### src/cshs_pkg.sv
// Overview of operation
// - Hop uses shadow plus countdown, start countdown only
// - Countdown armed by soft sync or pin
// - Hard reset puts every channel asleep
// - Host may write sleep bits any time
// - Unsynced start: count 1, clear sleep
// - Ext 5 start plus sync arms countdown
// - Soft countdown at one clears sleep bits
// - Soft start latency is count plus six
// - Each channel selects any sync pin
// - Sampled pin arms countdown, one wakes channel
// - Pin start latency is count plus three
// - Start delayed by programmed count cycles
// - Zero tuning count: frequency applies at once
// - Hop committed by soft or pin sync
// - Ext 5 hop plus sync arms tuning countdown
// - Hop latency count plus seven or five
package cshs_pkg;
    localparam int NUM_CH   = 4;
    localparam int NUM_PIN  = 4;
    localparam int CNT_W    = 16;
    localparam int FREQ_W   = 32;
    localparam int EXT_AW   = 3;
    localparam int EXT_DW   = 8;
    localparam int CREG_AW  = 8;

    // External (microport) addresses
    localparam logic [EXT_AW-1:0] EXT_SLEEP     = 3'h3;
    localparam logic [EXT_AW-1:0] EXT_PIN_CTRL  = 3'h4;
    localparam logic [EXT_AW-1:0] EXT_SOFT_SYNC = 3'h5;
    // Field positions
    localparam int PIN_EN_LSB     = 0;
    localparam int START_PIN_BIT  = 4;
    localparam int HOP_PIN_BIT    = 5;
    localparam int SOFT_CH_LSB    = 0;
    localparam int SOFT_START_BIT = 4;
    localparam int SOFT_HOP_BIT   = 5;

    // Channel register offsets
    localparam logic [CREG_AW-1:0] CREG_START_DLY = 8'h83;
    localparam logic [CREG_AW-1:0] CREG_TUNE_DLY  = 8'h84;
    localparam logic [CREG_AW-1:0] CREG_FREQ      = 8'h85;
    localparam logic [CREG_AW-1:0] CREG_PIN_SEL   = 8'h86;

    // Reset values
    localparam logic [NUM_CH-1:0] SLEEP_RST     = 4'hF;
    localparam logic [CNT_W-1:0]  START_DLY_RST = 16'h0001;
    localparam logic [CNT_W-1:0]  TUNE_DLY_RST  = 16'h0000;

    // Fixed latencies beyond the count
    localparam int START_SOFT_EXTRA = 6;
    localparam int HOP_SOFT_EXTRA   = 7;
    localparam int START_PIN_EXTRA  = 3;
    localparam int HOP_PIN_EXTRA    = 5;
    localparam int RDY_LAG          = 1;
    localparam int SYNC_LAG         = 2;
    localparam int START_SOFT_PIPE  = START_SOFT_EXTRA + RDY_LAG;
    localparam int HOP_SOFT_PIPE    = HOP_SOFT_EXTRA + RDY_LAG;
    localparam int START_PIN_PIPE   = START_PIN_EXTRA - SYNC_LAG;
    localparam int HOP_PIN_PIPE     = HOP_PIN_EXTRA - SYNC_LAG;
endpackage

### src/cshs_hold_if.sv
`timescale 1ns/100ps
`default_nettype none
// Arm and commit signals of one hold-off counter
interface cshs_hold_if #(parameter int W = 16);
    logic         soft_arm;
    logic         pin_arm;
    logic [W-1:0] load_val;
    logic         fire;
    modport ctl (output soft_arm, output pin_arm, output load_val, input fire);
    modport cnt (input soft_arm, input pin_arm, input load_val, output fire);
endinterface
`default_nettype wire

### src/cshs_holdoff.sv
`timescale 1ns/100ps
`default_nettype none
module cshs_holdoff #(
    parameter int SOFT_DLY = 7,
    parameter int PIN_DLY  = 1,
    parameter int W        = 16
) (
    input  wire logic clk_sys,
    input  wire logic rst,
    cshs_hold_if.cnt  hs
);
    typedef struct packed {
        logic [SOFT_DLY-1:0] pipe_s;
        logic [PIN_DLY-1:0]  pipe_p;
        logic [W-1:0]        cnt;
        logic                busy;
    } cshs_hold_type;

    cshs_hold_type st_ff;
    cshs_hold_type nxt_st;
    logic          load;
    logic [W-1:0]  one;

    assign one  = W'(1);
    assign load = st_ff.pipe_s[SOFT_DLY-1] | st_ff.pipe_p[PIN_DLY-1];

    // Arm delay lines, countdown, commit strobe
    always_comb begin
        nxt_st = st_ff;
        // Oldest stage falls off the top of each delay line
        nxt_st.pipe_s = SOFT_DLY'({st_ff.pipe_s, hs.soft_arm});
        nxt_st.pipe_p = PIN_DLY'({st_ff.pipe_p, hs.pin_arm});
        hs.fire = 1'b0;
        if (load) begin
            nxt_st.cnt  = (hs.load_val == '0) ? one : hs.load_val;
            nxt_st.busy = hs.load_val > one;
            hs.fire     = hs.load_val <= one;
        end else if (st_ff.busy) begin
            nxt_st.cnt  = st_ff.cnt - one;
            nxt_st.busy = st_ff.cnt > W'(2);
            hs.fire     = st_ff.cnt == W'(2);
        end
    end

    // State register; reset clears counter, idle counter holds its value
    always_ff @(posedge clk_sys or posedge rst) begin
        if (rst) begin
            st_ff <= '{pipe_s: '0, pipe_p: '0, cnt: '0, busy: 1'b0};
        end else begin
            st_ff <= nxt_st;
        end
    end

    localparam int SLEN = SOFT_DLY;
    localparam int PLEN = PIN_DLY;

    chk_count_step: assert property (@(posedge clk_sys) disable iff (rst)
        st_ff.busy && !load |=> st_ff.cnt == $past(st_ff.cnt) - one)
        else $error("hold-off counter did not step down");
    chk_stop_one: assert property (@(posedge clk_sys) disable iff (rst)
        hs.fire |=> st_ff.cnt == one && !st_ff.busy)
        else $error("counter not parked at one after commit");
    chk_idle_hold: assert property (@(posedge clk_sys) disable iff (rst)
        !st_ff.busy && !load |=> $stable(st_ff.cnt) && !$past(hs.fire))
        else $error("idle counter moved or fired");
    chk_soft_arm: assert property (@(posedge clk_sys) disable iff (rst)
        hs.soft_arm |-> ##SLEN load)
        else $error("soft sync did not load counter on time");
    chk_pin_arm: assert property (@(posedge clk_sys) disable iff (rst)
        hs.pin_arm |-> ##PLEN load)
        else $error("pin sync did not load counter on time");
    cov_long_count: cover property (@(posedge clk_sys) disable iff (rst)
        st_ff.busy && st_ff.cnt == W'(2) ##1 !st_ff.busy);
endmodule
`default_nettype wire

### src/cshs_top.sv
`timescale 1ns/100ps
`default_nettype none
module cshs_top (
    input  wire logic                                       clk_sys,
    input  wire logic                                       rst,
    input  wire logic [cshs_pkg::EXT_AW-1:0]                ext_addr,
    input  wire logic                                       ext_wr,
    input  wire logic                                       ext_rd,
    input  wire logic [cshs_pkg::EXT_DW-1:0]                ext_wdata,
    output logic      [cshs_pkg::EXT_DW-1:0]                ext_rdata,
    output logic                                            rdy,
    input  wire logic [1:0]                                 creg_ch,
    input  wire logic [cshs_pkg::CREG_AW-1:0]               creg_addr,
    input  wire logic                                       creg_wr,
    input  wire logic                                       creg_rd,
    input  wire logic [cshs_pkg::FREQ_W-1:0]                creg_wdata,
    output logic      [cshs_pkg::FREQ_W-1:0]                creg_rdata,
    input  wire logic [cshs_pkg::NUM_PIN-1:0]               sync_pin,
    output logic      [cshs_pkg::NUM_CH-1:0]                chan_sleep,
    output logic      [cshs_pkg::NUM_CH-1:0][cshs_pkg::FREQ_W-1:0] tuning_word
);
    localparam int NC = cshs_pkg::NUM_CH;
    localparam int NP = cshs_pkg::NUM_PIN;
    localparam int CW = cshs_pkg::CNT_W;
    localparam int FW = cshs_pkg::FREQ_W;

    typedef struct packed {
        logic [NC-1:0]          sleep;
        logic [NP-1:0]          pin_en;
        logic                   start_pin;
        logic                   hop_pin;
        logic [NC-1:0][CW-1:0]  start_dly;
        logic [NC-1:0][CW-1:0]  tune_dly;
        logic [NC-1:0][FW-1:0]  shadow;
        logic [NC-1:0][FW-1:0]  tuning;
        logic [NC-1:0][1:0]     pin_sel;
        logic [NC-1:0]          soft_start;
        logic [NC-1:0]          soft_hop;
        logic [NP-1:0]          sync1;
        logic [NP-1:0]          sync2;
        logic [NP-1:0]          sync3;
        logic [NP-1:0]          agreed;
        logic                   rdy;
        logic [cshs_pkg::EXT_DW-1:0] ext_rdata;
        logic [FW-1:0]          creg_rdata;
    } cshs_top_type;

    cshs_top_type st_ff;
    cshs_top_type nxt_st;
    logic [NP-1:0] pin_rise;
    logic [NC-1:0] start_fire;
    logic [NC-1:0] hop_fire;

    // Selected pin of a channel rose, if enabled
    function automatic logic pin_hit(input logic [1:0] sel, input logic [NP-1:0] rise,
                                     input logic [NP-1:0] en);
        pin_hit = rise[sel] & en[sel];
    endfunction

    // Second and third stages agree on a new high level
    assign pin_rise = st_ff.sync2 & st_ff.sync3 & ~st_ff.agreed;

    // One start and one hop hold-off counter per channel
    for (genvar i = 0; i < NC; i++) begin : g_ch
        cshs_hold_if #(.W(CW)) hs_start ();
        cshs_hold_if #(.W(CW)) hs_hop ();
        assign hs_start.soft_arm = st_ff.soft_start[i];
        assign hs_start.pin_arm  = st_ff.start_pin &
                                   pin_hit(st_ff.pin_sel[i], pin_rise, st_ff.pin_en);
        assign hs_start.load_val = st_ff.start_dly[i];
        assign start_fire[i]     = hs_start.fire;
        assign hs_hop.soft_arm   = st_ff.soft_hop[i];
        assign hs_hop.pin_arm    = st_ff.hop_pin &
                                   pin_hit(st_ff.pin_sel[i], pin_rise, st_ff.pin_en);
        assign hs_hop.load_val   = st_ff.tune_dly[i];
        assign hop_fire[i]       = hs_hop.fire;
        cshs_holdoff #(
            .SOFT_DLY (cshs_pkg::START_SOFT_PIPE),
            .PIN_DLY  (cshs_pkg::START_PIN_PIPE),
            .W        (CW)
        ) u_start (
            .clk_sys  (clk_sys),
            .rst      (rst),
            .hs       (hs_start)
        );
        cshs_holdoff #(
            .SOFT_DLY (cshs_pkg::HOP_SOFT_PIPE),
            .PIN_DLY  (cshs_pkg::HOP_PIN_PIPE),
            .W        (CW)
        ) u_hop (
            .clk_sys  (clk_sys),
            .rst      (rst),
            .hs       (hs_hop)
        );
    end

    // Microport writes, pin sampling, commits
    always_comb begin
        nxt_st = st_ff;
        nxt_st.sync1 = sync_pin;
        nxt_st.sync2 = st_ff.sync1;
        nxt_st.sync3 = st_ff.sync2;
        for (int p = 0; p < NP; p++) begin
            if (st_ff.sync2[p] == st_ff.sync3[p]) begin
                nxt_st.agreed[p] = st_ff.sync2[p];
            end
        end
        nxt_st.soft_start = '0;
        nxt_st.soft_hop   = '0;
        nxt_st.rdy        = !ext_wr;
        if (ext_wr) begin
            case (ext_addr)
                cshs_pkg::EXT_SLEEP: begin
                    nxt_st.sleep = ext_wdata[NC-1:0];
                end
                cshs_pkg::EXT_PIN_CTRL: begin
                    nxt_st.pin_en    = ext_wdata[cshs_pkg::PIN_EN_LSB +: NP];
                    nxt_st.start_pin = ext_wdata[cshs_pkg::START_PIN_BIT];
                    nxt_st.hop_pin   = ext_wdata[cshs_pkg::HOP_PIN_BIT];
                end
                cshs_pkg::EXT_SOFT_SYNC: begin
                    nxt_st.soft_start = ext_wdata[cshs_pkg::SOFT_CH_LSB +: NC] &
                                        {NC{ext_wdata[cshs_pkg::SOFT_START_BIT]}};
                    nxt_st.soft_hop   = ext_wdata[cshs_pkg::SOFT_CH_LSB +: NC] &
                                        {NC{ext_wdata[cshs_pkg::SOFT_HOP_BIT]}};
                end
                default: begin
                end
            endcase
        end
        if (ext_rd) begin
            case (ext_addr)
                cshs_pkg::EXT_SLEEP:    nxt_st.ext_rdata = 8'(st_ff.sleep);
                cshs_pkg::EXT_PIN_CTRL: nxt_st.ext_rdata = {2'h0, st_ff.hop_pin,
                                                            st_ff.start_pin, st_ff.pin_en};
                default:                nxt_st.ext_rdata = 8'h00;
            endcase
        end
        if (creg_wr) begin
            case (creg_addr)
                cshs_pkg::CREG_START_DLY: nxt_st.start_dly[creg_ch] = creg_wdata[CW-1:0];
                cshs_pkg::CREG_TUNE_DLY:  nxt_st.tune_dly[creg_ch]  = creg_wdata[CW-1:0];
                cshs_pkg::CREG_FREQ: begin
                    nxt_st.shadow[creg_ch] = creg_wdata;
                    if (st_ff.tune_dly[creg_ch] == '0) begin
                        nxt_st.tuning[creg_ch] = creg_wdata;
                    end
                end
                cshs_pkg::CREG_PIN_SEL:   nxt_st.pin_sel[creg_ch] = creg_wdata[1:0];
                default: begin
                end
            endcase
        end
        if (creg_rd) begin
            case (creg_addr)
                cshs_pkg::CREG_START_DLY: nxt_st.creg_rdata = FW'(st_ff.start_dly[creg_ch]);
                cshs_pkg::CREG_TUNE_DLY:  nxt_st.creg_rdata = FW'(st_ff.tune_dly[creg_ch]);
                cshs_pkg::CREG_FREQ:      nxt_st.creg_rdata = st_ff.shadow[creg_ch];
                cshs_pkg::CREG_PIN_SEL:   nxt_st.creg_rdata = FW'(st_ff.pin_sel[creg_ch]);
                default:                  nxt_st.creg_rdata = '0;
            endcase
        end
        // Commits override a host write in the same cycle
        for (int c = 0; c < NC; c++) begin
            if (start_fire[c]) begin
                nxt_st.sleep[c] = 1'b0;
            end
            if (hop_fire[c]) begin
                nxt_st.tuning[c] = st_ff.shadow[c];
            end
        end
    end

    // State register; reset sleeps every channel
    always_ff @(posedge clk_sys or posedge rst) begin
        if (rst) begin
            st_ff            <= '0;
            st_ff.sleep      <= cshs_pkg::SLEEP_RST;
            st_ff.start_dly  <= {NC{cshs_pkg::START_DLY_RST}};
            st_ff.tune_dly   <= {NC{cshs_pkg::TUNE_DLY_RST}};
            st_ff.rdy        <= 1'b1;
        end else begin
            st_ff <= nxt_st;
        end
    end

    // Outputs straight from state flops
    assign chan_sleep  = st_ff.sleep;
    assign tuning_word = st_ff.tuning;
    assign rdy         = st_ff.rdy;
    assign ext_rdata   = st_ff.ext_rdata;
    assign creg_rdata  = st_ff.creg_rdata;

    chk_reset_sleep: assert property (@(posedge clk_sys) disable iff (rst)
        $fell(rst) |-> chan_sleep == cshs_pkg::SLEEP_RST)
        else $error("channels not asleep after reset");
    chk_start_wake: assert property (@(posedge clk_sys) disable iff (rst)
        start_fire[0] |=> !chan_sleep[0])
        else $error("start commit did not clear sleep");
    chk_hop_commit: assert property (@(posedge clk_sys) disable iff (rst)
        hop_fire[0] |=> tuning_word[0] == $past(st_ff.shadow[0]))
        else $error("hop did not load staged frequency");
    chk_shadow_hold: assert property (@(posedge clk_sys) disable iff (rst)
        !hop_fire[0] && !(creg_wr && creg_ch == 2'h0) |=> $stable(tuning_word[0]))
        else $error("running frequency changed without commit");
    chk_direct_freq: assert property (@(posedge clk_sys) disable iff (rst)
        creg_wr && creg_ch == 2'h0 && creg_addr == cshs_pkg::CREG_FREQ &&
        st_ff.tune_dly[0] == '0 && !hop_fire[0] |=> tuning_word[0] == $past(creg_wdata))
        else $error("zero tuning count did not apply frequency at once");
    chk_soft_start_lat: assert property (@(posedge clk_sys) disable iff (rst)
        ext_wr && ext_addr == cshs_pkg::EXT_SOFT_SYNC && ext_wdata[0] &&
        ext_wdata[cshs_pkg::SOFT_START_BIT] &&
        st_ff.start_dly[0] == 16'h0005 |-> ##12 start_fire[0])
        else $error("soft start latency wrong");
    cov_soft_start: cover property (@(posedge clk_sys) disable iff (rst) start_fire[0]);
    cov_pin_rise: cover property (@(posedge clk_sys) disable iff (rst)
        st_ff.start_pin && pin_rise[0]);
    cov_hop: cover property (@(posedge clk_sys) disable iff (rst) hop_fire[2]);
endmodule
`default_nettype wire

### config.mk
export PLATFORM = sky130hd
export DESIGN_NAME = cshs_top
export DESIGN_NICKNAME = d
export VERILOG_FILES = /design/src/cshs_pkg.sv /design/src/cshs_hold_if.sv /design/src/cshs_holdoff.sv /design/src/cshs_top.sv
export SDC_FILE = /design/constraint.sdc
export NUM_CORES = 2
export LEC_CHECK = 0
export BUFFER_PORTS_ARGS = -buffer_cell sky130_fd_sc_hd__clkbuf_2
export CORE_MARGIN = 4
export CORE_UTILIZATION = 30
export CTS_BUF_LIST = sky130_fd_sc_hd__clkbuf_8
export DETAILED_ROUTE_END_ITERATION = 16
export PLACE_DENSITY_LB_ADDON = 0.1
export SLEW_MARGIN = 0
export SYNTH_ARGS = -nofsm -noshare
export SYNTH_HDL_FRONTEND = slang
export SYNTH_SLANG_ARGS = --single-unit
### constraint.sdc
create_clock -name clk_sys -period 51.9 [get_ports clk_sys]
set_input_delay 7.785 -clock clk_sys [delete_from_list [all_inputs] [get_ports clk_sys]]
set_output_delay 7.785 -clock clk_sys [all_outputs]
set_load 0.02 [all_outputs]
==> Yosys cells after proc, flatten, opt, wreduce, memory -nomap -nowiden <==
Index checks and enable logic that the tools add are counted.
{ "totals": {"reg_bits": 679, "output_inout_bits": 173, "elab_cells": 299} }
{ "classes": {"n_addsub": 8, "n_lt_le_gt_ge": 30, "n_eq_ne": 19, "muxes": 94, "n_bitwise": 25, "n_reduce_logical": 52} }
{ "ops": {"columns": ["operator", "count"], "rows": [
  ["$mux 17", 16],
  ["$bwmux 128", 2],
  ["$mux 128", 2],
  ["$mux 32", 6],
  ["$mux 16", 11],
  ["$logic_not 16->1", 9],
  ["$mux 136", 1],
  ["$bwmux 64", 2],
  ["$eq 16x2->1 const B", 8],
  ["$gt 16x1->1 const B", 8],
  ["$gt 16x2->1 const B", 8],
  ["$le 16x1->1 const B", 8],
  ["$pmux 32 s4", 1],
  ["$sub 16x1->16 const B", 8],
  ["$bmux 16 s2", 2],
  ["$bmux 32 s2", 1],
  ["$demux 32 s2", 1],
  ["$reduce_bool 2->1", 28],
  ["$demux 16 s2", 1],
  ["$eq 8x8->1 const B", 4],
  ["$mux 1", 28],
  ["$mux 8", 3],
  ["$reduce_and 2->1", 9],
  ["$and 4x4->4", 4],
  ["20 further kinds", 57]
]} }

==> Logic depth before layout (Yosys ltp) <==
{ "depth": {"depth_word": 9, "ltp_mapped": 10} }

==> Hierarchy <==
Synthesis repeated with hierarchy kept, for this count alone.
{ "unflattened": {"hier_cells": 2879, "area_unflattened_um2": 33840.0} }
{ "by_module_without_submodules": {"columns": ["module", "instances", "cells_per_inst", "area_each_um2", "seq_area_each_um2"], "rows": [
  ["cshs_top", 1, 1896, 23766.5, 11647.4],
  ["cshs_holdoff (g_ch[0].u_start ...)", 4, 123, 1221.2, 625.6],
  ["cshs_holdoff (g_ch[0].u_hop ...)", 3, 122, 1291.2, 700.7],
  ["cshs_holdoff (g_ch[2].u_hop)", 1, 125, 1315.0, 700.7]
]} }

==> Worst setup path before layout <==
Ideal clock, no wire load.
{ "synth_timing": {"path_kind": "input to register", "startpoint": "input creg_ch[1]", "endpoint": "register st_ff (netlist bit tuning_word[102])", "arrival_ns": 10.533, "setup_slack_ns": 41.285, "cell_stages": 9, "path_buffers": 4, "path_cell_list": "clkbuf_1 mux4_2 or4_1 or4_1 buf_2 buf_6 buf_2 or4_1 a31oi_1"} }
{ "synth_via": {"elab_chain_cells": 9, "elab_cells_between_ends": 15, "cone_classes": "order compare (2); mux (9); reduce/logical (4)"} }
{ "synth_rtl": {"columns": ["element", "line", "rtl"], "rows": [
  ["start: declaration", "cshs_top.sv:12", "input wire logic [1:0] creg_ch,"],
  ["$lt 2x3->1 (implied by the code) / $ge 2x1->1 (equally long branches)", "cshs_top.sv:146", "nxt_st.tuning[creg_ch] = creg_wdata;"],
  ["$logic_and 1x1->1 (implied by the code)", "cshs_top.sv:146", null],
  ["$mux 32 (implied by the code)", "cshs_top.sv:146", null],
  ["$demux 32 s2", "cshs_top.sv:146", null],
  ["$bwmux 128", "cshs_top.sv:146", null],
  ["$mux 128", "cshs_top.sv:145", "if (st_ff.tune_dly[creg_ch] == '0) begin"],
  ["$mux 128", "cshs_top.sv:140", "case (creg_addr)"],
  ["$mux 136", "cshs_top.sv:139", "if (creg_wr) begin"],
  ["$mux 32", "cshs_top.sv:168", "if (hop_fire[c]) begin"],
  ["end signal: assignment", "cshs_top.sv:183", "st_ff <= nxt_st;"],
  ["end: declaration", "cshs_top.sv:48", "cshs_top_type st_ff;"]
]} }
Several ways; a longest one is shown, not always the timed one. The select of a mux whose other input is x is not followed.
A chain may end at the register's enable or synchronous reset.

==> Worst setup path in the final report <==
{ "layout_timing": {"startpoint": "input creg_ch[0]", "endpoint": "register st_ff (netlist bit tuning_word[18])"} }
Same word-level chain as after synthesis.

==> impl_metrics.env <==
export IMPL_p_comb_share_pct=24.3
export IMPL_slew_viol_final=0
export IMPL_clock_path_buffers=3
export IMPL_ctsHtreeMaxLevel=4
export IMPL_fp_dieW_um=338
export IMPL_rrSetupSlack_ns=47.73
export IMPL_r2r_end="tuning_word[18]"
export IMPL_post_cts_buffers=0
export IMPL_critPathKind="in -> reg"
export IMPL_endpoint_kind="flip-flop"
export IMPL_grt_usage_pct=21.2
export IMPL_critPathMaxFanout=94
export IMPL_synth_top_flop_cell="dfrtp_1"
export IMPL_drt_initial_drc_count=1926
export IMPL_setup_violations=0
export IMPL_power_density_nw_per_um2=46.6
export IMPL_p_clk_share_pct=32.4
export IMPL_synth_xor_area_share_pct=3.06
export IMPL_final_setup_tns_ns=0
export IMPL_hpwl_mm=78.5
export IMPL_firstDrtPassIters=5
export IMPL_drive_gt1_share_pct=25.8
export IMPL_ctsHoldBuffers=0
export IMPL_cts_tree="done"
export IMPL_final_nets=3164
export IMPL_final_common_cell="dfrtp_1"
export IMPL_min_from="g_ch[0].u_start.nxt_st[22]"
export IMPL_io_pins=236
export IMPL_status="finished clean"
export IMPL_synth_async_reset_ratio_pct=100
export IMPL_maxCapViolCount=0
export IMPL_cp_slowest_cell="or4_4"
export IMPL_finalHoldViolCount=0
export IMPL_synth_edf_count=0
export IMPL_whs_endpoint="g_ch[0].u_start.nxt_st[23]"
export IMPL_p_leak_nw=16.6
export IMPL_crit_chain="buf_4 -> buf_4 -> mux4_2 -> or4_1 -> or4_4 -> buf_4 -> or4_1 -> a31oi_1"
export IMPL_period_minus_slack_ns=12.15
export IMPL_cts_repair_resized=0
export IMPL_num_rows=120
export IMPL_grt_pass1_vias=25600
export IMPL_r2r_start="g_ch[3].hs_hop.load_val[10]"
export IMPL_switching_power_w=0.000617
export IMPL_fp_coreArea_um2=108000
export IMPL_yosys_area_share_adder_pct=0.766
export IMPL_clock_skew_ns=0.0642
export IMPL_timing_final_crit_share_pct=23.4
export IMPL_drc=0
export IMPL_hold_class="reg -> reg"
export IMPL_max_stage_delay_ns=0.92
export IMPL_cts_root_buf="clkbuf_8"
export IMPL_drt_total_wl_mm=122
export IMPL_synth_compound_area_share_pct=11.6
export IMPL_clk_pin_slew_ns=0.06
export IMPL_fin_worst_hold_slack_ns=0.325
export IMPL_max_slew_margin_pct=22.6
export IMPL_syn_to_final_growth_pct=12.5
export IMPL_antenna_found_initial=11
export IMPL_vias_per_cell=5.43
export IMPL_syn_inst=3047
export IMPL_syn_avg_cell_area_um2=10.7
export IMPL_cp_start_kind="input port"
export IMPL_start_util_pct=30.4
export IMPL_numCtsBuffers=134
export IMPL_peakVddDrop_v=0.0000259
export IMPL_grt_pass1_wl_mm=178
export IMPL_pre_cts_slack_ns=38.84
export IMPL_worst_pin_slew_ns=1.15
export IMPL_grt_max_degree=162
export IMPL_internal_power_w=0.00109
export IMPL_yosysWarnings=0
export IMPL_wl_per_cell_um=26.5
export IMPL_synth_simple_gate_area_share_pct=12.8
export IMPL_ys_ff_latch=677
export IMPL_cp_data_arrival_time_ns=12.89
export IMPL_insertion_delay_ns=0.85
export IMPL_final_cell_mix="dfrtp_1 (668), nor2_1 (254), clkbuf_2 (228)"
export IMPL_die_area_um2=114000
export IMPL_switching_share_pct=36.0
export IMPL_synth_top_family_by_area="simple AND/OR/NAND/NOR gates"
export IMPL_timing_final_ws_setup_ns=39.75
export IMPL_fmax_mhz=82.3
export IMPL_yosysUniqueCellTypes=60
export IMPL_synthMuxAreaShare_pct=12.8
export IMPL_synth_cell_area_um2=32700
export IMPL_min_path_cells=0
export IMPL_power_frac_seq_pct=43.4
export IMPL_gp_congestion=0.860
export IMPL_io_buffer_count=231
export IMPL_die_h_um=338
export IMPL_rr_worst_depth=6
export IMPL_cpMostUsedCell="buf_4"
export IMPL_ys_seq_area_share_pct=51.9
export IMPL_grt_overflow=0
export IMPL_rsz0062_at_grt="no"
export IMPL_ant_nets=0
export IMPL_cts_sinks=677
export IMPL_num_vias=24900
export IMPL_crit_required_ns=52.64
==> how the worst max path moves through the flow <==
stage,from,endpoint,slack (ns),cells after the start
after floorplan,rst,creg_rdata[0],25.15,1
after global placement,creg_ch[0],tuning_word[28],38.84,8
after detailed placement,creg_ch[0],tuning_word[21],38.84,8
after CTS,creg_ch[0],tuning_word[21],39.75,8
after global routing,creg_ch[0],tuning_word[3],39.50,8
final,creg_ch[0],tuning_word[18],39.75,8
==> critical path, delay by kind of cell <==
family,cells,cell delay (ns)
mux,1,0.64
simple gates,3,2.17
buf+inv,3,1.95
compound gates,1,0.19
==> cell type report <==
cell class | count | area [um2]
flip-flops and latches | 677 | 17000
clock inverters | 74 | 498
clock buffers | 162 | 2230
well taps | 1403 | 1760
repair buffers | 291 | 1620
diodes | 7 | 17.5
inverters | 39 | 154
fillers | 11000 | 70800
multi-input cells | 1938 | 13500
==> routing by layer <==
layer / wire (um) / up-vias / part of all wire, % / global-route usage [%]
met3: 8170 / 170 / 6.7 / 5.06
li1: - / 10900 / - / -
met4: 3090 / 0 / 2.5 / 6.20
met5: 0 / - / 0 / 0
met2: 57100 / 848 / 47 / 34.1
met1: 53300 / 13000 / 44 / 28.5
==> sequential cells by signal (all words and copies together) (netlist names) <==
signal / flops
g_ch.u_hop.nxt_st: 36
rdy: 1
ext_rdata: 6
g_ch.hs_start.soft_arm: 4
chan_sleep: 4
g_ch.hs_hop.load_val: 64
g_ch.u_hop.st_ff: 76
nxt_st: 8
g_ch.hs_start.load_val: 64
g_ch.hs_hop.soft_arm: 4
tuning_word: 128
g_ch.u_start.st_ff: 76
creg_rdata: 32
st_ff: 150
g_ch.u_start.nxt_st: 24
==> kinds of logic (layout without fill, tap and decap cells) <==
| family | after synthesis | after routing |
|---|---|---|
| AOI/OAI and AO/OA | 637 | 637 |
| xor gates and xnor gates | 114 | 114 |
| adders and majority gates | 20 | 20 |
| buffers and inverters | 433 | 566 |
| DFF | 677 | 677 |
| muxes | 301 | 301 |
| other | 1 | 9 |
| and+or+nand+nor | 864 | 864 |
==> stage by stage <==
| step | utilization (%) | cells | cell area [um2] | power (W) |
|---|---|---|---|---|
| 6_report | 34.2 | 4591 | 36700 | 0.00171 |
| 5_1_grt | 34.2 | 4586 | 36700 | 0.00181 |
| 4_1_cts | 34.2 | 4584 | 36700 | 0.00174 |
| 3_5_place_dp | 31.6 | 4348 | 34000 | 0.00117 |
| 3_3_place_gp | 31.6 | 4348 | 34000 | 0.00116 |
| 2_1_floorplan | - | 3048 | 32700 | 0.00107 |
==> cells in the mapped netlist, drive strengths merged (3+ instances only) <==
cell	instances	share of area, %
mux2	226	7.8
mux4	70	4.8
a21oi	219	3.4
ha	20	0.77
o21ai	155	2.4
mux2i	5	0.15
nor3	42	0.64
a311oi	28	0.75
inv	39	0.45
nand2b	13	0.25
or4	54	1.2
nand3	78	1.2
a2bb2oi	12	0.32
nor4	53	1.0
clkbuf	197	2.3
dfstp	9	0.72
and2	18	0.34
nand3b	8	0.18
xor2	49	1.3
or3b	3	0.080
xnor2	65	1.7
nand4b	14	0.38
nand4	22	0.42
a41oi	3	0.080
a31oi	112	2.1
dfrtp	668	51
a22oi	22	0.51
buf	197	4.3
o311a	5	0.15
o31ai	69	1.6
or3	15	0.29
nor2b	4	0.077
nand2	223	2.6
or2	7	0.13
nor2	264	3.0
nor3b	5	0.11
and3	32	0.61
==> power groups by stage <==
stage / Combinational, W / Clock (W) / Sequential, W
finish: 0.000416 / 0.000554 / 0.000742
global route: 0.000457 / 0.000598 / 0.000756
CTS: 0.000421 / 0.000572 / 0.000743
detailed placement: 0.000419 / 0 / 0.000750
global placement: 0.000414 / 0 / 0.000746
floorplan: 0.000364 / 0 / 0.000710
Power figures use the tool's default switching activity.
